File: config.mk
export PLATFORM = sky130hd
export DESIGN_NAME = trace_trig_ctrl
export DESIGN_NICKNAME = d
export VERILOG_FILES = /design/src/inc/trace_trig_pkg.sv /design/src/trace_trig_ctrl.sv
export VERILOG_INCLUDE_DIRS = /design/src /design/src/inc
export SDC_FILE = /design/constraint.sdc
export NUM_CORES = 1
export LEC_CHECK = 0
export BUFFER_PORTS_ARGS = -buffer_cell sky130_fd_sc_hd__buf_4
export CORE_UTILIZATION = 39
export CTS_CLUSTER_SIZE = 25
export DETAILED_ROUTE_END_ITERATION = 7
export PLACE_DENSITY = 0.59
export SLEW_MARGIN = 5
export SYNTH_ARGS = -nofsm -noshare
export SYNTH_HDL_FRONTEND = slang
export SYNTH_SLANG_ARGS = --single-unit
File: constraint.sdc
create_clock -name pclk -period 4.1 [get_ports pclk]
set_input_delay 0.82 -clock pclk [delete_from_list [all_inputs] [get_ports pclk]]
set_output_delay 0.82 -clock pclk [all_outputs]
set_load 0.02 [all_outputs]
File: src/inc/trace_trig_params.svh
// Register offsets, field positions and reset values of the trigger control block
`ifndef TRACE_TRIG_PARAMS_SVH
`define TRACE_TRIG_PARAMS_SVH
`define OFS_PORT_OVERRIDE 12'h000
`define OFS_MASTER_OVERRIDE 12'h004
`define OFS_TRIG_CSR 12'h008
`define OFS_TRIG_ENABLE 12'h00C
`define OFS_FEATURE_ONE 12'h010
`define OFS_TRACE_CSR 12'h014
`define OFS_IRQ_STATUS 12'h018
`define OFS_IRQ_MASK 12'h01C
`define BIT_SHOT_MODE 0
`define BIT_TRIG_FLAG 1
`define BIT_TRIG_CLEAR 2
`define BIT_TRIG_EN_PORT 3
`define BIT_TRIG_EN_DIRECT 4
`define BIT_MSEL_EN 0
`define MSEL_LSB 15
`define PSEL_LSB 2
`define FEAT_TRIGCSR_BIT 0
`define TRIGGER_TRACE_ID 7'h7D
`define RST_TRIG_CSR 5'h00
`define RST_TRACE_ID 7'h00
`define RST_PORT_OVERRIDE 32'h00000000
`define RST_MASTER_OVERRIDE 32'h00000000
`define RST_IRQ 2'h0
`endif

File: src/inc/trace_trig_pkg.sv
// Types of the trigger control block
package trace_trig_pkg;
   typedef enum logic [1:0] {ovr_none, ovr_guaranteed, ovr_invariant, ovr_reserved} override_t;
   typedef enum {trig_idle, trig_fired} trig_state_t;
endpackage

File: src/trace_trig_ctrl.sv
// Stimulus port master override and trace trigger control over APB
// Notes on behaviour
// Selection off: override applies to every master
// Selection on: override only for selected masters
// Mode 01: guaranteed if port and master selected
// Mode 10: invariant timing if both selected
// Other writes keep normal behaviour
// Feature register reports trigger register present
// Direct trigger writes emit trigger trace ID
// Enabled port writes emit trigger trace ID
// Reset clears trigger enables and mode
// Single shot: writing one clears flag; the code drops the clear if trig_req is high in the cycle it acts
// Software avoids clear in multi-shot mode
// Single shot: flag shows trigger occurred
// Multi-shot: flag value undefined, reads zero
// Mode bit: zero multi, one single
// Trace control register always present
// Software encodes master selection as mask
// Master selection field at bits 31:15
// Single shot fires once until cleared
// Clear reads zero, acts next cycle
//
// The placing of the registers and the APB register port were left to the implementer.
`timescale 1ns/1ps
`default_nettype none
`include "trace_trig_params.svh"
module trace_trig_ctrl
   import trace_trig_pkg::*;
#(
   parameter int NUM_PORTS = 32,
   parameter int PORT_W = 16,
   parameter int MASTER_W = 16
)(
   // Clock and reset
   input wire logic pclk,
   input wire logic presetn,
   // APB slave
   input wire logic psel,
   input wire logic penable,
   input wire logic pwrite,
   input wire logic [11:0] paddr,
   input wire logic [31:0] pwdata,
   output logic [31:0] prdata,
   output logic pready,
   output logic pslverr,
   // Stimulus port write stream
   input wire logic sp_valid,
   input wire logic [PORT_W-1:0] sp_port,
   input wire logic [MASTER_W-1:0] sp_master,
   input wire logic sp_trig_loc,
   input wire logic [31:0] sp_data,
   // Trace bus output
   output logic tr_valid,
   output logic [6:0] tr_id,
   output logic [31:0] tr_data,
   output logic tr_guaranteed,
   output logic tr_invariant,
   // Interrupt
   output logic irq
);
   // ***************************************************
   // Register storage
   // ***************************************************
   logic [31:0] port_override_register_reg;
   logic [31:0] master_override_reg;
   logic [4:0] port_trigger_control_status_reg;
   logic [NUM_PORTS-1:0] port_trigger_enable_register_reg;
   logic [6:0] trace_id_reg;
   logic [1:0] irq_status_reg;
   logic [1:0] irq_mask_reg;
   logic clear_pending_reg;
   trig_state_t trig_state_reg;
   logic wr_en;
   logic rd_en;
   logic [31:0] rd_next;
   logic addr_ok;
   logic [16:0] master_select_field;
   logic master_select_enable;
   override_t override_control;
   logic [15:0] port_select_field;
   logic port_hit;
   logic master_hit;
   logic trig_req;
   logic trig_fire;
   logic [1:0] irq_event;
   logic wr_port_ovr;
   logic wr_master_ovr;
   logic wr_trig_csr;
   logic wr_trig_en;
   logic wr_trace_csr;
   logic wr_irq_status;
   logic wr_irq_mask;

   assign wr_en = psel && penable && pwrite;
   assign rd_en = psel && penable && !pwrite;

   // ***************************************************
   // Write strobes per register
   // ***************************************************
   assign wr_port_ovr = wr_en && paddr == `OFS_PORT_OVERRIDE;
   assign wr_master_ovr = wr_en && paddr == `OFS_MASTER_OVERRIDE;
   assign wr_trig_csr = wr_en && paddr == `OFS_TRIG_CSR;
   assign wr_trig_en = wr_en && paddr == `OFS_TRIG_ENABLE;
   assign wr_trace_csr = wr_en && paddr == `OFS_TRACE_CSR;
   assign wr_irq_status = wr_en && paddr == `OFS_IRQ_STATUS;
   assign wr_irq_mask = wr_en && paddr == `OFS_IRQ_MASK;

   assign master_select_field = master_override_reg[31:`MSEL_LSB];
   assign master_select_enable = master_override_reg[`BIT_MSEL_EN];
   assign override_control = override_t'(port_override_register_reg[1:0]);
   assign port_select_field = port_override_register_reg[`PSEL_LSB+15:`PSEL_LSB];

   // ***************************************************
   // Power-of-two selection match
   // ***************************************************
   function automatic logic sel_match(input logic [16:0] sel, input logic [15:0] id);
      logic [16:0] mask;
      logic [16:0] idx;
      logic found;
      mask = 17'h00000;
      found = 1'b0;
      idx = {id, 1'b1};
      for (int i = 0; i < 17; i++)
      begin
         if (!found)
         begin
            mask[i] = 1'b1;
            found = sel[i];
         end
      end
      sel_match = found && ((sel & ~mask) == (idx & ~mask));
   endfunction

   always_comb
   begin
      port_hit = sel_match({1'b0, port_select_field}, 16'(sp_port));
      master_hit = !master_select_enable
                   || sel_match(master_select_field, 16'(sp_master));
   end

   // ***************************************************
   // Register write
   // ***************************************************
   always_ff @(posedge pclk or negedge presetn)
   begin
      if (!presetn)
         port_override_register_reg <= `RST_PORT_OVERRIDE;
      else if (wr_port_ovr)
         port_override_register_reg <= pwdata;
   end

   always_ff @(posedge pclk or negedge presetn)
   begin
      if (!presetn)
         master_override_reg <= `RST_MASTER_OVERRIDE;
      else if (wr_master_ovr)
         master_override_reg <= {pwdata[31:`MSEL_LSB], 14'h0, pwdata[`BIT_MSEL_EN]};
   end

   always_ff @(posedge pclk or negedge presetn)
   begin
      if (!presetn)
         port_trigger_enable_register_reg <= '0;
      else if (wr_trig_en)
         port_trigger_enable_register_reg <= pwdata[NUM_PORTS-1:0];
   end

   always_ff @(posedge pclk or negedge presetn)
   begin
      if (!presetn)
         trace_id_reg <= `RST_TRACE_ID;
      else if (wr_trace_csr)
         trace_id_reg <= pwdata[22:16];
   end

   always_ff @(posedge pclk or negedge presetn)
   begin
      if (!presetn)
         irq_mask_reg <= `RST_IRQ;
      else if (wr_irq_mask)
         irq_mask_reg <= pwdata[1:0];
   end

   // ***************************************************
   // Trigger control and status
   // ***************************************************
   always_ff @(posedge pclk or negedge presetn)
   begin
      if (!presetn)
      begin
         port_trigger_control_status_reg <= `RST_TRIG_CSR;
         clear_pending_reg <= 1'b0;
      end
      else
      begin
         clear_pending_reg <= wr_trig_csr && pwdata[`BIT_TRIG_CLEAR];
         if (wr_trig_csr)
         begin
            port_trigger_control_status_reg[`BIT_TRIG_EN_DIRECT] <= pwdata[4];
            port_trigger_control_status_reg[`BIT_TRIG_EN_PORT] <= pwdata[3];
            port_trigger_control_status_reg[`BIT_SHOT_MODE] <= pwdata[0];
         end
      end
   end

   assign trig_req = sp_valid && ((sp_trig_loc
                     && port_trigger_control_status_reg[`BIT_TRIG_EN_DIRECT])
                     || (port_trigger_enable_register_reg[sp_port[$clog2(NUM_PORTS)-1:0]]
                     && port_trigger_control_status_reg[`BIT_TRIG_EN_PORT]));
   assign trig_fire = trig_req && !(port_trigger_control_status_reg[`BIT_SHOT_MODE]
                      && trig_state_reg == trig_fired);

   always_ff @(posedge pclk or negedge presetn)
   begin
      if (!presetn)
         trig_state_reg <= trig_idle;
      else
      begin
         case (trig_state_reg)
            trig_idle:
               if (trig_fire && port_trigger_control_status_reg[`BIT_SHOT_MODE])
                  trig_state_reg <= trig_fired;
            trig_fired:
               if (clear_pending_reg && !trig_req)
                  trig_state_reg <= trig_idle;
            default: trig_state_reg <= trig_idle;
         endcase
      end
   end

   // ***************************************************
   // Trace bus output
   // ***************************************************
   always_ff @(posedge pclk or negedge presetn)
   begin
      if (!presetn)
      begin
         tr_valid <= 1'b0;
         tr_data <= 32'h00000000;
      end
      else
      begin
         tr_valid <= sp_valid;
         tr_data <= sp_data;
      end
   end

   always_ff @(posedge pclk or negedge presetn)
   begin
      if (!presetn)
         tr_id <= 7'h00;
      else
         tr_id <= trig_fire ? `TRIGGER_TRACE_ID : trace_id_reg;
   end

   always_ff @(posedge pclk or negedge presetn)
   begin
      if (!presetn)
      begin
         tr_guaranteed <= 1'b0;
         tr_invariant <= 1'b0;
      end
      else
      begin
         tr_guaranteed <= sp_valid && port_hit && master_hit
                          && override_control == ovr_guaranteed;
         tr_invariant <= sp_valid && port_hit && master_hit
                         && override_control == ovr_invariant;
      end
   end

   // ***************************************************
   // Interrupts
   // ***************************************************
   assign irq_event = {trig_fire, sp_valid && sp_trig_loc};

   always_ff @(posedge pclk or negedge presetn)
   begin
      if (!presetn)
         irq_status_reg <= `RST_IRQ;
      else if (wr_irq_status)
         irq_status_reg <= (irq_status_reg & ~pwdata[1:0]) | irq_event;
      else
         irq_status_reg <= irq_status_reg | irq_event;
   end

   always_ff @(posedge pclk or negedge presetn)
   begin
      if (!presetn)
         irq <= 1'b0;
      else
         irq <= |(irq_status_reg & irq_mask_reg);
   end

   // ***************************************************
   // Register read
   // ***************************************************
   always_comb
   begin
      rd_next = 32'h00000000;
      addr_ok = 1'b1;
      case (paddr)
         `OFS_PORT_OVERRIDE: rd_next = port_override_register_reg;
         `OFS_MASTER_OVERRIDE: rd_next = master_override_reg;
         `OFS_TRIG_CSR: rd_next = {27'h0000000,
            port_trigger_control_status_reg[4:3], 1'b0,
            port_trigger_control_status_reg[0] && trig_state_reg == trig_fired,
            port_trigger_control_status_reg[0]};
         `OFS_TRIG_ENABLE: rd_next = 32'(port_trigger_enable_register_reg);
         `OFS_FEATURE_ONE: rd_next = 32'h00000001;
         `OFS_TRACE_CSR: rd_next = {9'h000, trace_id_reg, 16'h0000};
         `OFS_IRQ_STATUS: rd_next = {30'h00000000, irq_status_reg};
         `OFS_IRQ_MASK: rd_next = {30'h00000000, irq_mask_reg};
         default: addr_ok = 1'b0;
      endcase
   end

   always_ff @(posedge pclk or negedge presetn)
   begin
      if (!presetn)
      begin
         prdata <= 32'h00000000;
         pready <= 1'b0;
         pslverr <= 1'b0;
      end
      else
      begin
         pready <= psel && !penable;
         pslverr <= psel && !penable && !addr_ok;
         if (psel && !penable && !pwrite)
            prdata <= rd_next;
      end
   end
endmodule
`default_nettype wire
After elaboration in Yosys (flattened, before gate mapping)

Cells that the tools add are included.

Bits in registers: 206
Input port bits: 115
Word-level logic and storage cells: 159

Reduce and logical (&&, ||, !) cells: 40
Bitwise gates (word level): 11
Equal/unequal tests: 15
$lt $le $gt $ge: 1
Mux-type cells: 73

Operator list:

| operator                                             | count |
|---|---|
| case mux 32 bit (8 select lines)                     | 1 |
| two-way mux 1 bit                                    | 66 |
| two-way mux 32 bit                                   | 2 |
| case mux 32 bit (2 select lines)                     | 1 |
| bitwise AND 17 bit                                   | 3 |
| equality test 12 x 5 -> 1 bit, second input constant | 4 |
| equality test 17 bit                                 | 2 |
| inverter 17 bit                                      | 2 |
| equality test 32 x 1 -> 1 bit, second input constant | 1 |
| equality test 32 x 2 -> 1 bit, second input constant | 1 |
| logical NOT 32 bit                                   | 1 |
| logical AND 1 bit                                    | 27 |
| equality test 12 x 4 -> 1 bit, second input constant | 2 |
| bitwise AND 16 x 17 -> 17 bit                        | 1 |
| equality test 12 x 3 -> 1 bit, second input constant | 1 |
| logical NOT 12 bit                                   | 1 |
| OR reduction 8 bit                                   | 1 |
| two-way mux 7 bit                                    | 1 |
| logical NOT 1 bit                                    | 6 |
| < comparator 5 x 6 -> 1 bit, second input constant   | 1 |
| binary-select mux 1 bit (select 5 bit)               | 1 |
| bitwise AND 2 bit                                    | 2 |
| != test 2 bit, second input constant                 | 2 |
| OR 2 bit                                             | 2 |
| other kinds (7)                                      | 8 |

Logic depth before layout (Yosys ltp)

Gate-level depths: netlist (run 1).

Word-level depth: 23
Mapped depth: 7

Worst setup path before layout (run 1)

No wires, ideal clock.

Path kind: input port to flip-flop
From: input port paddr[7]
To: register master_override_reg[17]
Cell stages on the path: 6
Arrival time: 2852 ps
Slack: 1121 ps
Data required time: 3973 ps
Library setup time: 127 ps
Path through: or4_4 nor4_4 nor4b_4 and2_2 buf_6 mux2_1

Cells in the longest elaborated chain, start to end: 2

RTL lines:

| element                       | line                   | RTL |
|---|---|---|
| start: declaration            | trace_trig_ctrl.sv:41  | `input wire logic [11:0] paddr,` |
| equality test 12 x 3 -> 1 bit | --                     |  |
| logical AND 1 bit (no line)   | --                     |  |
| end signal: assignment        | trace_trig_ctrl.sv:155 | `` master_override_reg <= `RST_MASTER_OVERRIDE; `` |
| end signal: assignment        | trace_trig_ctrl.sv:157 | `` master_override_reg <= {pwdata[31:`MSEL_LSB], 14'h0, pwdata[`BIT_MSEL_EN]}; `` |
| end: declaration              | trace_trig_ctrl.sv:65  | `logic [31:0] master_override_reg;` |

Every way passes these cells.
A chain may end at the register's enable or synchronous reset.

Final worst setup path (run 1)

From: input port paddr[7]
To: register trace_id_reg[6]

Cells in the longest elaborated chain, start to end: 2

RTL lines:

| element                       | line                   | RTL |
|---|---|---|
| equality test 12 x 5 -> 1 bit | --                     |  |
| logical AND 1 bit (no line)   | --                     |  |
| end signal: assignment        | trace_trig_ctrl.sv:171 | `` trace_id_reg <= `RST_TRACE_ID; `` |
| end signal: assignment        | trace_trig_ctrl.sv:173 | `trace_id_reg <= pwdata[22:16];` |
| end: declaration              | trace_trig_ctrl.sv:68  | `logic [6:0] trace_id_reg;` |

Every way passes these cells.

==> results of run 1 <==
worst paths after layout:
path                                                     from                       endpoint  slack, ps  cells past startpoint
min in group pclk                                   prdata[5]                      prdata[5]        480                      2
worst min-delay path                                  presetn                    tr_data[10]        390                      1
worst max register to register  port_override_register_reg[5]                   tr_invariant       1250                      6
worst max-delay path                                 paddr[7]                trace_id_reg[6]       1160                      6
max in group asynchronous                             presetn  port_override_register_reg[5]       2710                      2
worst min register to register                      prdata[5]                      prdata[5]        480                      2
synthesized netlist by cell type (all sizes together) (4+ instances only):
master  number  share of area
xnor2       12          0.014
nand3        5         0.0033
o21ai       42          0.028
buf         17          0.013
mux4         6          0.018
a222oi      18          0.024
nor3         8         0.0060
nand2       48          0.024
a22oi       14          0.014
and2         4         0.0035
nand2b       5         0.0042
mux2        92           0.14
or2          6         0.0050
nor2b        9         0.0075
a21boi       6         0.0060
xor2        13          0.015
nor4         9          0.010
nor2        17         0.0085
dfrtp      175           0.58
o22ai        4         0.0033
inv         10         0.0050
clkbuf      13         0.0065
a21oi       10         0.0066
nor3b        5         0.0050
metal layers:
metal,global-route usage,part of all wire
met2,0.3585,0.49
met5,0,0
met4,0.06865,0.019
met1,0.2803,0.43
met3,0.05367,0.058
metrics by stage:
| step | worst slack, ps | cell area, µm² | std cells | total power, mW |
|---|---|---|---|---|
| final | 1155 | 9811 | 1056 | 3.613 |
| after global routing | 1021 | 9811 | 1056 | 3.745 |
| after CTS | 1154 | 9811 | 1056 | 3.663 |
| after detailed placement | 690.6 | 9236 | 1024 | 2.084 |
| after global placement | 777.5 | 9236 | 1024 | 2.079 |
| after floorplan | 1121 | 7536 | 593 | 1.883 |
logic make-up (layout without fill, tap and decap cells):
family / Yosys count / after routing / share of synthesized area
buffers and inverters: 40 / 243 / 0.02441
XOR/XNOR: 25 / 25 / 0.02906
AO/OA/AOI/OAI: 122 / 122 / 0.1131
AND/OR/NAND/NOR: 130 / 130 / 0.09298
multiplexers: 101 / 101 / 0.1594
flip-flops: 175 / 175 / 0.5811
power breakdown:
| part | internal (mW) | leakage [nW] | switching, mW |
|---|---|---|---|
| registers | 1.75 | 2.32 | 0.0121 |
| clock network | 0.810 | 0.283 | 0.757 |
| logic | 0.130 | 2.17 | 0.152 |
| total | 2.69 | 4.77 | 0.921 |
layout make-up:
cell class / instances / area [µm²] / area share
Clock buffer: 17 / 425.4 / 0.04336
Inverter: 10 / 37.54 / 0.003826
Tap cell: 260 / 325.3 / 0.03316
Clock inverter: 15 / 148.9 / 0.01518
Sequential cell: 175 / 4379 / 0.4464
Multi-Input combinational cell: 378 / 2982 / 0.3039
Timing Repair Buffer: 201 / 1513 / 0.1542
cell usage in the layout (no fill, tap or decap), types with 5 or more instances in the layout:
cell,instances
nor3b_1,5
nand3_1,5
buf_4,200
a22oi_1,14
nand2_1,48
o21ai_0,39
xor2_1,13
nor3_1,7
clkinv_4,6
a21oi_1,10
nor2_1,16
xnor2_1,12
or2_2,6
mux2_2,77
inv_1,10
a222oi_1,18
a21boi_0,6
mux2_1,15
nor2b_1,9
nor4_1,7
dfrtp_1,175
nand2b_1,5
mux4_2,6
clkbuf_16,17
==> flow_summary_export.csv, run 1 <==
group,metric,value,unit
grt,antenna_found_initial,0,
sta,drv_slew,0,
sta,tns,0,ps
cts,cts_setup_buffers,0,
logic_synthesis,synthCells,593,
logic_synthesis,synth_flop_cell,"dfrtp_1",
routing,totalWireLength,20480,µm
routing,viasPerCell,5.364,
grt,grt_max_degree,78,
floorplanning,core,0.01883,mm²
floorplanning,start_util,0.4002,
layout,nNetsFinal,898,
power_and_ir_drop,p_leak,4.769,nW
routing,post-route-drc-count,0,
critical_path,endpoint_kind,"flip-flop",
floorplanning,die_h,141.0,µm
routing,num_vias,5664,
cts,clk_pin_slew,70,ps
logic_synthesis,yosys_warnings,0,
logic_synthesis,synth_edf_count,0,
placement,place_hpwl,14690,µm
flow_run,drv_cap,0,
critical_path,critPathMaxFanout,10,
cts,cts_buffers,17,
floorplanning,die_width,141.0,µm
layout,diodes,0,
sta,fmax,0.3396,GHz
critical_path,cp.arrival,3260,ps
cts,clock_latency,430,ps
cts,clkSinkCount,175,
critical_path,worst_setup_path_start_kind,"input port",
sta,maxSlewHeadroom,0.4877,
floorplanning,die_area,0.01988,mm²
layout,final_util,0.5210,
logic_synthesis,ys_seq_area_frac,0.5811,
sta,fin_crit_sh,0.7182,
grt,grt_usage,0.2168,
grt,grt.overflow.total,0,
layout,final.fill_count,1655,
logic_synthesis,synthArstFlopShare,1.000,
placement,portBuffers,191,
layout,post_route_cells_drive_above_1_share,0.4133,
sta,setup_viol,0,
sta,whs,393.2,ps
cts,postCtsHoldBufs,0,
routing,initialDrtViolationCount,353,
cts,clock_path_buffers,2,
placement,gp_congestion,0.8840,
critical_path,slowest_stage,"or4_4",
cts,ctsRootBufferMaster,"clkbuf_16",
grt,grt_pass1_vias,5991,
min_path,holdCritPathClass,"input port to async pin",
floorplanning,io_pins,192,
critical_path,cp_top_family,"simple AND/OR/NAND/NOR gates",
logic_synthesis,yosysUniqueCellTypes,58,
logic_synthesis,syn_area,0.007536,mm²
critical_path,critPathMaxStageDelay,540,ps
sta,finalCriticalPeriod,2945,ps
cts,cts_resized,0,
logic_synthesis,synth-seq-cells,175,
cts,tritoncts,"done",
sta,worst_pin_slew,768.4,ps
sta,hold_violations,0,
routing,drtAntennaViolNets,0,
critical_path,critPathKind,"input port to flip-flop",
sta,final.setup_skew,11.34,ps
routing,wl_per_cell,19.40,µm
logic_synthesis,synth.net_count,708,
grt,grt_pass1_wl,32630,µm
layout,areaGrowthSynthToFinish,30.18,%
critical_path,cp.required,4410,ps
logic_synthesis,syn_avg_cell_area,12.71,µm²
power_and_ir_drop,power.density,368.3,mW/mm²
cts,h-tree-depth,4,
critical_path,crit_chain,"buf_4 -> or4_4 -> nor4_4 -> and4_1 -> and2_1 -> mux2_2",
routing,firstDrtPassIters,6,
sta,rsz0062_at_grt,"no",
floorplanning,std_cell_rows,50,
run_status,status,"completed",
power_and_ir_drop,max-vdd-ir-drop,0.2849,mV
critical_path,crit_buf_inv,1,
Power figures use the tool's default switching activity.
==> inputs of run 2 (changes only) <==
--- a/config.mk
+++ b/config.mk
@@ -10,7 +10,7 @@
 export CORE_UTILIZATION = 39
 export CTS_CLUSTER_SIZE = 25
 export DETAILED_ROUTE_END_ITERATION = 7
-export PLACE_DENSITY = 0.59
+export PLACE_DENSITY = 0.61
 export SLEW_MARGIN = 5
 export SYNTH_ARGS = -nofsm -noshare
 export SYNTH_HDL_FRONTEND = slang
==> constraint.sdc (replaced) <==
create_clock -name pclk -period 2.5 [get_ports pclk]
set_input_delay 0.5 -clock pclk [delete_from_list [all_inputs] [get_ports pclk]]
set_output_delay 0.5 -clock pclk [all_outputs]
set_load 0.02 [all_outputs]
==> run 2 against run 1 <==
Wire length rose by 0.21%. Critical path type is now flip-flop to flip-flop. Design area rose by 5.0%. Largest cell class unchanged. Clock skew fell by 0.98 ps. The flow now finishes with violations (hold timing).
==> flow_summary_export.csv, run 2 (same netlist as run 1, synthesis figures left out) <==
group,metric,value,unit
run_status,status,"finished, violations left",
run_status,violations,"hold timing",
critical_path,r2r_start,"port_trigger_enable_register_reg[7]",
floorplanning,die_width,141.0,µm
sta,finalCriticalPeriod,2281,ps
floorplanning,core,0.01883,mm²
routing,wl_per_cell,18.73,µm
critical_path,critPathKind,"flip-flop to flip-flop",
routing,firstDrtPassIters,6,
placement,place_hpwl,15110,µm
layout,post_route_cells_drive_above_1_share,0.4486,
routing,totalWireLength,20530,µm
cts,clk_pin_slew,60,ps
cts,cts_buffers,17,
sta,hold_violations,3,
sta,setup_viol,0,
sta,whs,-7.353,ps
layout,nNetsFinal,938,
grt,grt_usage,0.2187,
routing,num_vias,5757,
power_and_ir_drop,max-vdd-ir-drop,0.5344,mV
sta,rsz0062_at_grt,"no",
power_and_ir_drop,p_seq_frac,0.486,
critical_path,ff2ff_path_depth,8,
grt,grt.overflow.total,0,
sta,fmax,0.4385,GHz
critical_path,critPathMaxFanout,8,
layout,final.fill_count,1607,
cts,h-tree-depth,4,
floorplanning,die_h,141.0,µm
power_and_ir_drop,intPower,4.537,mW
routing,met1_length,8968,µm
cts,clock_path_buffers,2,
floorplanning,die_area,0.01988,mm²
layout,final_cell_mix,"buf_4, dfrtp_1, mux2_2",
power_and_ir_drop,p_switching,1.417,mW
critical_path,cp.arrival,2590,ps
layout,multi_input_area,0.003054,mm²
floorplanning,std_cell_rows,50,
flow_run,drv_cap,0,
routing,drtAntennaViolNets,0,
layout,final_util,0.5470,
grt,grt_max_degree,61,
critical_path,cp.required,2810,ps
routing,viasPerCell,5.253,
power_and_ir_drop,p_sw_frac,0.2379,
routing,dr.max_layer_used,"met4",
power_and_ir_drop,p_comb_frac,0.080,
sta,drv_slew,0,
cts,tritoncts,"done",
placement,place_area,0.009716,mm²
critical_path,reg2reg_setup_slack,220,ps
layout,areaGrowthSynthToFinish,36.68,%
sta,fin_crit_sh,0.9122,
power_and_ir_drop,clock_power_share,0.434,
cts,clock_latency,430,ps
critical_path,r2r_end,"tr_id[5]",
placement,portBuffers,191,
floorplanning,io_pins,192,
placement,gp_congestion,0.8876,
layout,final_common_cell,"buf_4",
critical_path,cp-startpoint,"port_trigger_enable_register_reg[7]",
grt,antenna_found_initial,0,
critical_path,endpoint_kind,"flip-flop",
power_and_ir_drop,power.density,578.0,mW/mm²
cts,clkSinkCount,175,
sta,maxSlewHeadroom,0.6352,
layout,final_area,0.01030,mm²
routing,met2_length,9801,µm
grt,grt_pass1_wl,32820,µm
sta,final.setup_skew,10.36,ps
cts,ctsRootBufferMaster,"clkbuf_16",
routing,post-route-drc-count,0,
critical_path,worst_setup_path_start_kind,"flip-flop",
grt,grt_pass1_vias,6073,
sta,worst_pin_slew,533.4,ps
routing,dr_wl_met3,1348,µm
layout,diodes,0,
routing,initialDrtViolationCount,444,
min_path,holdCritPathClass,"input port to async pin",
floorplanning,start_util,0.4002,
layout,regArea,0.004379,mm²
power_and_ir_drop,p_leak,5.008,nW
## run 2: routing by layer
layer / GRT usage / vias up
li1: - / 2646
met2: 0.3535 / 211
met5: 0 / -
met4: 0.06979 / 0
met1: 0.2874 / 2872
met3: 0.05740 / 28
## run 2: worst max-delay path by stage
stage | to | slack, ps | depth (start not counted)
detailed placement | port_trigger_enable_register_reg[13] | -200 | 7
global route | tr_invariant | 60 | 6
finish | tr_id[5] | 220 | 8
floorplan | master_override_reg[17] | -140 | 6
global placement | port_trigger_enable_register_reg[11] | -140 | 7
CTS | tr_invariant | 120 | 7
## run 2: metrics by stage
step	setup TNS (ps)	total power, mW	instances	hold WS, ps	setup WS [ps]
after floorplan	-5080	3.089	593	204.4	-141.2
after global placement	-9756	3.423	1064	461.4	-137.0
after detailed placement	-15100	3.431	1064	471.1	-203.4
after CTS	0	6.012	1096	10.15	123.5
after global routing	0	6.177	1096	20.77	56.02
final	0	5.954	1096	-7.353	219.5
## run 2: critical path: stages, from the launching register on
cell     delay, ps
dfrtp_1        400
mux4_2         500
nor3b_1        230
nor4_1          90
o31ai_1        240
buf_4          160
a22oi_1         60
buf_4          190
or2_2          290
## run 2: timing repair
item / 4_1_cts / 5_1_grt
setup endpoints to repair: 0 / 2
gates resized for setup: 0 / 3
hold endpoints to repair: 0 / 0
buffers inserted: 0 / 0
hold buffers: 0 / 0
## run 2: layout make-up
class | instances | area share
Clock inverter | 11 | 0.01020
Inverter | 10 | 0.003644
Clock buffer | 21 | 0.04470
Multi-Input combinational cell | 378 | 0.2965
Tap cell | 260 | 0.03158
Sequential cell | 175 | 0.4252
Timing Repair Buffer | 241 | 0.1882
## run 2: power groups by stage
stage          Clock [mW]  Sequential [mW]  Combinational (mW)
2_1_floorplan           0             3.00              0.0894
3_3_place_gp            0             2.95               0.477
3_5_place_dp            0             2.95               0.485
4_1_cts              2.63             2.89               0.486
5_1_grt              2.76             2.90               0.518
6_report             2.58             2.89               0.478
==> inputs of run 3 (changes only) <==
--- a/config.mk
+++ b/config.mk
@@ -7,6 +7,7 @@
 export NUM_CORES = 1
 export LEC_CHECK = 0
 export BUFFER_PORTS_ARGS = -buffer_cell sky130_fd_sc_hd__buf_4
+export CORE_ASPECT_RATIO = 0.8
 export CORE_UTILIZATION = 39
 export CTS_CLUSTER_SIZE = 25
 export DETAILED_ROUTE_END_ITERATION = 7
==> run 3 against run 2 <==
The run now ends clean. Clock skew down 2.8 ps. Via count up 0.61%. Register-to-register slack worse by 110 ps. Non-clock buffer count down 4. Sequential power about the same. Combinational power about the same. Count of clock-buffer cells in the layout down 1. Worst setup slack worse by 110 ps. Highest routed layer unchanged.
==> flow_summary_export.csv, run 3 (same netlist as run 1, synthesis figures left out) <==
group,metric,value,unit
run_status,status,"completed",
power_and_ir_drop,power.density,586.9,mW/mm²
routing,drtAntennaViolNets,0,
critical_path,endpoint_kind,"flip-flop",
floorplanning,die_h,126.3,µm
sta,fin_crit_sh,0.9567,
min_path,holdCritPathClass,"input port to flip-flop",
grt,grt_pass1_vias,5848,
layout,final_cell_mix,"buf_4, dfrtp_1, mux2_2",
placement,place_hpwl,15150,µm
power_and_ir_drop,p_leak,4.999,nW
sta,whs,175.4,ps
power_and_ir_drop,max-vdd-ir-drop,0.3656,mV
routing,initialDrtViolationCount,450,
floorplanning,core,0.01897,mm²
min_path,hold_path_depth,1,
flow_run,drv_cap,0,
sta,rsz0062_at_grt,"no",
sta,worst_pin_slew,540.4,ps
cts,clock_latency,430,ps
critical_path,critPathMaxStageDelay,400,ps
floorplanning,io_pins,192,
placement,dp.cells,1057,
layout,areaGrowthSynthToFinish,36.97,%
critical_path,slowest_stage,"dfrtp_1",
sta,setup_viol,0,
grt,grt_pass1_wl,32510,µm
cts,ctsRootBufferMaster,"clkbuf_16",
critical_path,worst_setup_path_start_kind,"flip-flop",
power_and_ir_drop,p_switching,1.402,mW
routing,post-route-drc-count,0,
placement,portBuffers,191,
grt,antenna_found_initial,0,
routing,totalWireLength,20790,µm
layout,final_common_cell,"buf_4",
sta,tns,0,ps
routing,wl_per_cell,19.08,µm
critical_path,crit_chain,"nor4_2 -> buf_4 -> nand2_1 -> o41ai_1 -> nand4_1 -> o31a_1 -> nor4b_4",
critical_path,cp.required,2810,ps
grt,grt_usage,0.2177,
routing,num_vias,5792,
layout,diodes,0,
layout,post_route_cells_drive_above_1_share,0.4495,
layout,fin_cells,1090,
placement,gp_congestion,0.8573,
power_and_ir_drop,intPower,4.657,mW
sta,final.setup_skew,7.514,ps
power_and_ir_drop,p_sw_frac,0.2314,
sta,hold_violations,0,
cts,clk_pin_slew,70,ps
layout,final_util,0.5440,
floorplanning,die_width,157.4,µm
grt,grt_max_degree,70,
grt,grt.overflow.total,0,
cts,h-tree-depth,4,
routing,viasPerCell,5.314,
sta,maxSlewHeadroom,0.6364,
floorplanning,start_util,0.3972,
critical_path,cp.arrival,2710,ps
sta,fin_ws,108.3,ps
critical_path,critPathMaxFanout,5,
cts,tritoncts,"done",
placement,place_ws,-232.0,ps
floorplanning,std_cell_rows,45,
cts,clock_path_buffers,2,
sta,drv_slew,0,
cts,cts_buffers,17,
routing,firstDrtPassIters,5,
sta,finalCriticalPeriod,2392,ps
power_and_ir_drop,p_comb_frac,0.079,
critical_path,critPathKind,"flip-flop to flip-flop",
critical_path,ff2ff_path_depth,7,
cts,clkSinkCount,175,
power_and_ir_drop,clock_power_share,0.443,
floorplanning,die_area,0.01989,mm²
power_and_ir_drop,p_seq_frac,0.478,
cts,cts_setup_buffers,0,
sta,fmax,0.4181,GHz
layout,nNetsFinal,934,
-- run 3: cell count changes in the layout (fill, tap and decap cells not counted), moves of 2 or more --
cell | before | now
clkbuf_1 | 2 | 0
nor4b_4 | 1 | 3
buf_4 | 230 | 226
clkinvlp_4 | 1 | 3
inv_6 | 5 | 3
-- run 3: path summary, 6_finish.rpt --
check,from,slack [ps],endpoint
min reg2reg,prdata[12],480,prdata[12]
min in group asynchronous,presetn,550,tr_data[26]
max reg2reg,master_override_reg[18],110,tr_guaranteed
max,master_override_reg[18],110,tr_guaranteed
max in group asynchronous,presetn,1220,prdata[13]
min,sp_data[10],180,tr_data[10]
-- run 3: area by class of cell --
cell class	count	area, µm²
Fill cell	1660	8652
Inverter	10	37.54
Clock buffer	20	466.7
Multi-Input combinational cell	378	3085
Clock inverter	12	132.6
Timing Repair Buffer	237	1898
Tap cell	258	322.8
Sequential cell	175	4379
-- run 3: power groups by stage --
stage / combinational, mW / sequential, mW / clock (mW)
2_1_floorplan: 0.0894 / 3.00 / 0
3_3_place_gp: 0.472 / 2.95 / 0
3_5_place_dp: 0.481 / 2.95 / 0
4_1_cts: 0.483 / 2.90 / 2.75
5_1_grt: 0.517 / 2.90 / 2.86
6_report: 0.476 / 2.90 / 2.69
-- run 3: metal layers --
metal / vias to the layer above / wire (µm) / part of all wire / GRT usage
met3: 17 / 1314 / 0.063 / 0.04476
li1: 2633 / - / - / -
met2: 214 / 9735 / 0.47 / 0.3277
met4: 0 / 251 / 0.012 / 0.06339
met5: - / 0 / 0 / 0
met1: 2928 / 9490 / 0.46 / 0.3169
-- run 3: per-stage QoR --
step / power, mW / cell area (µm²)
after detailed placement: 3.430 / 9663
after global placement: 3.418 / 9663
after CTS: 6.125 / 10280
final: 6.058 / 10320
after global routing: 6.277 / 10320
after floorplan: 3.089 / 7606
-- run 3: worst max-delay path: cells and delay by family (launching register included) --
family / cells / cell delay [ps]
flip-flops: 1 / 400
AND/OR/NAND/NOR: 4 / 990
buffers and inverters: 1 / 210
AO/OA/AOI/OAI: 2 / 690
-- run 3: repair_timing --
| action | in CTS | in global routing |
|---|---|---|
| setup endpoints to repair | 2 | 2 |
| gates resized for setup | 2 | 6 |
| hold buffers | 1 | 0 |
| endpoints found under the hold margin | 29 | 0 |
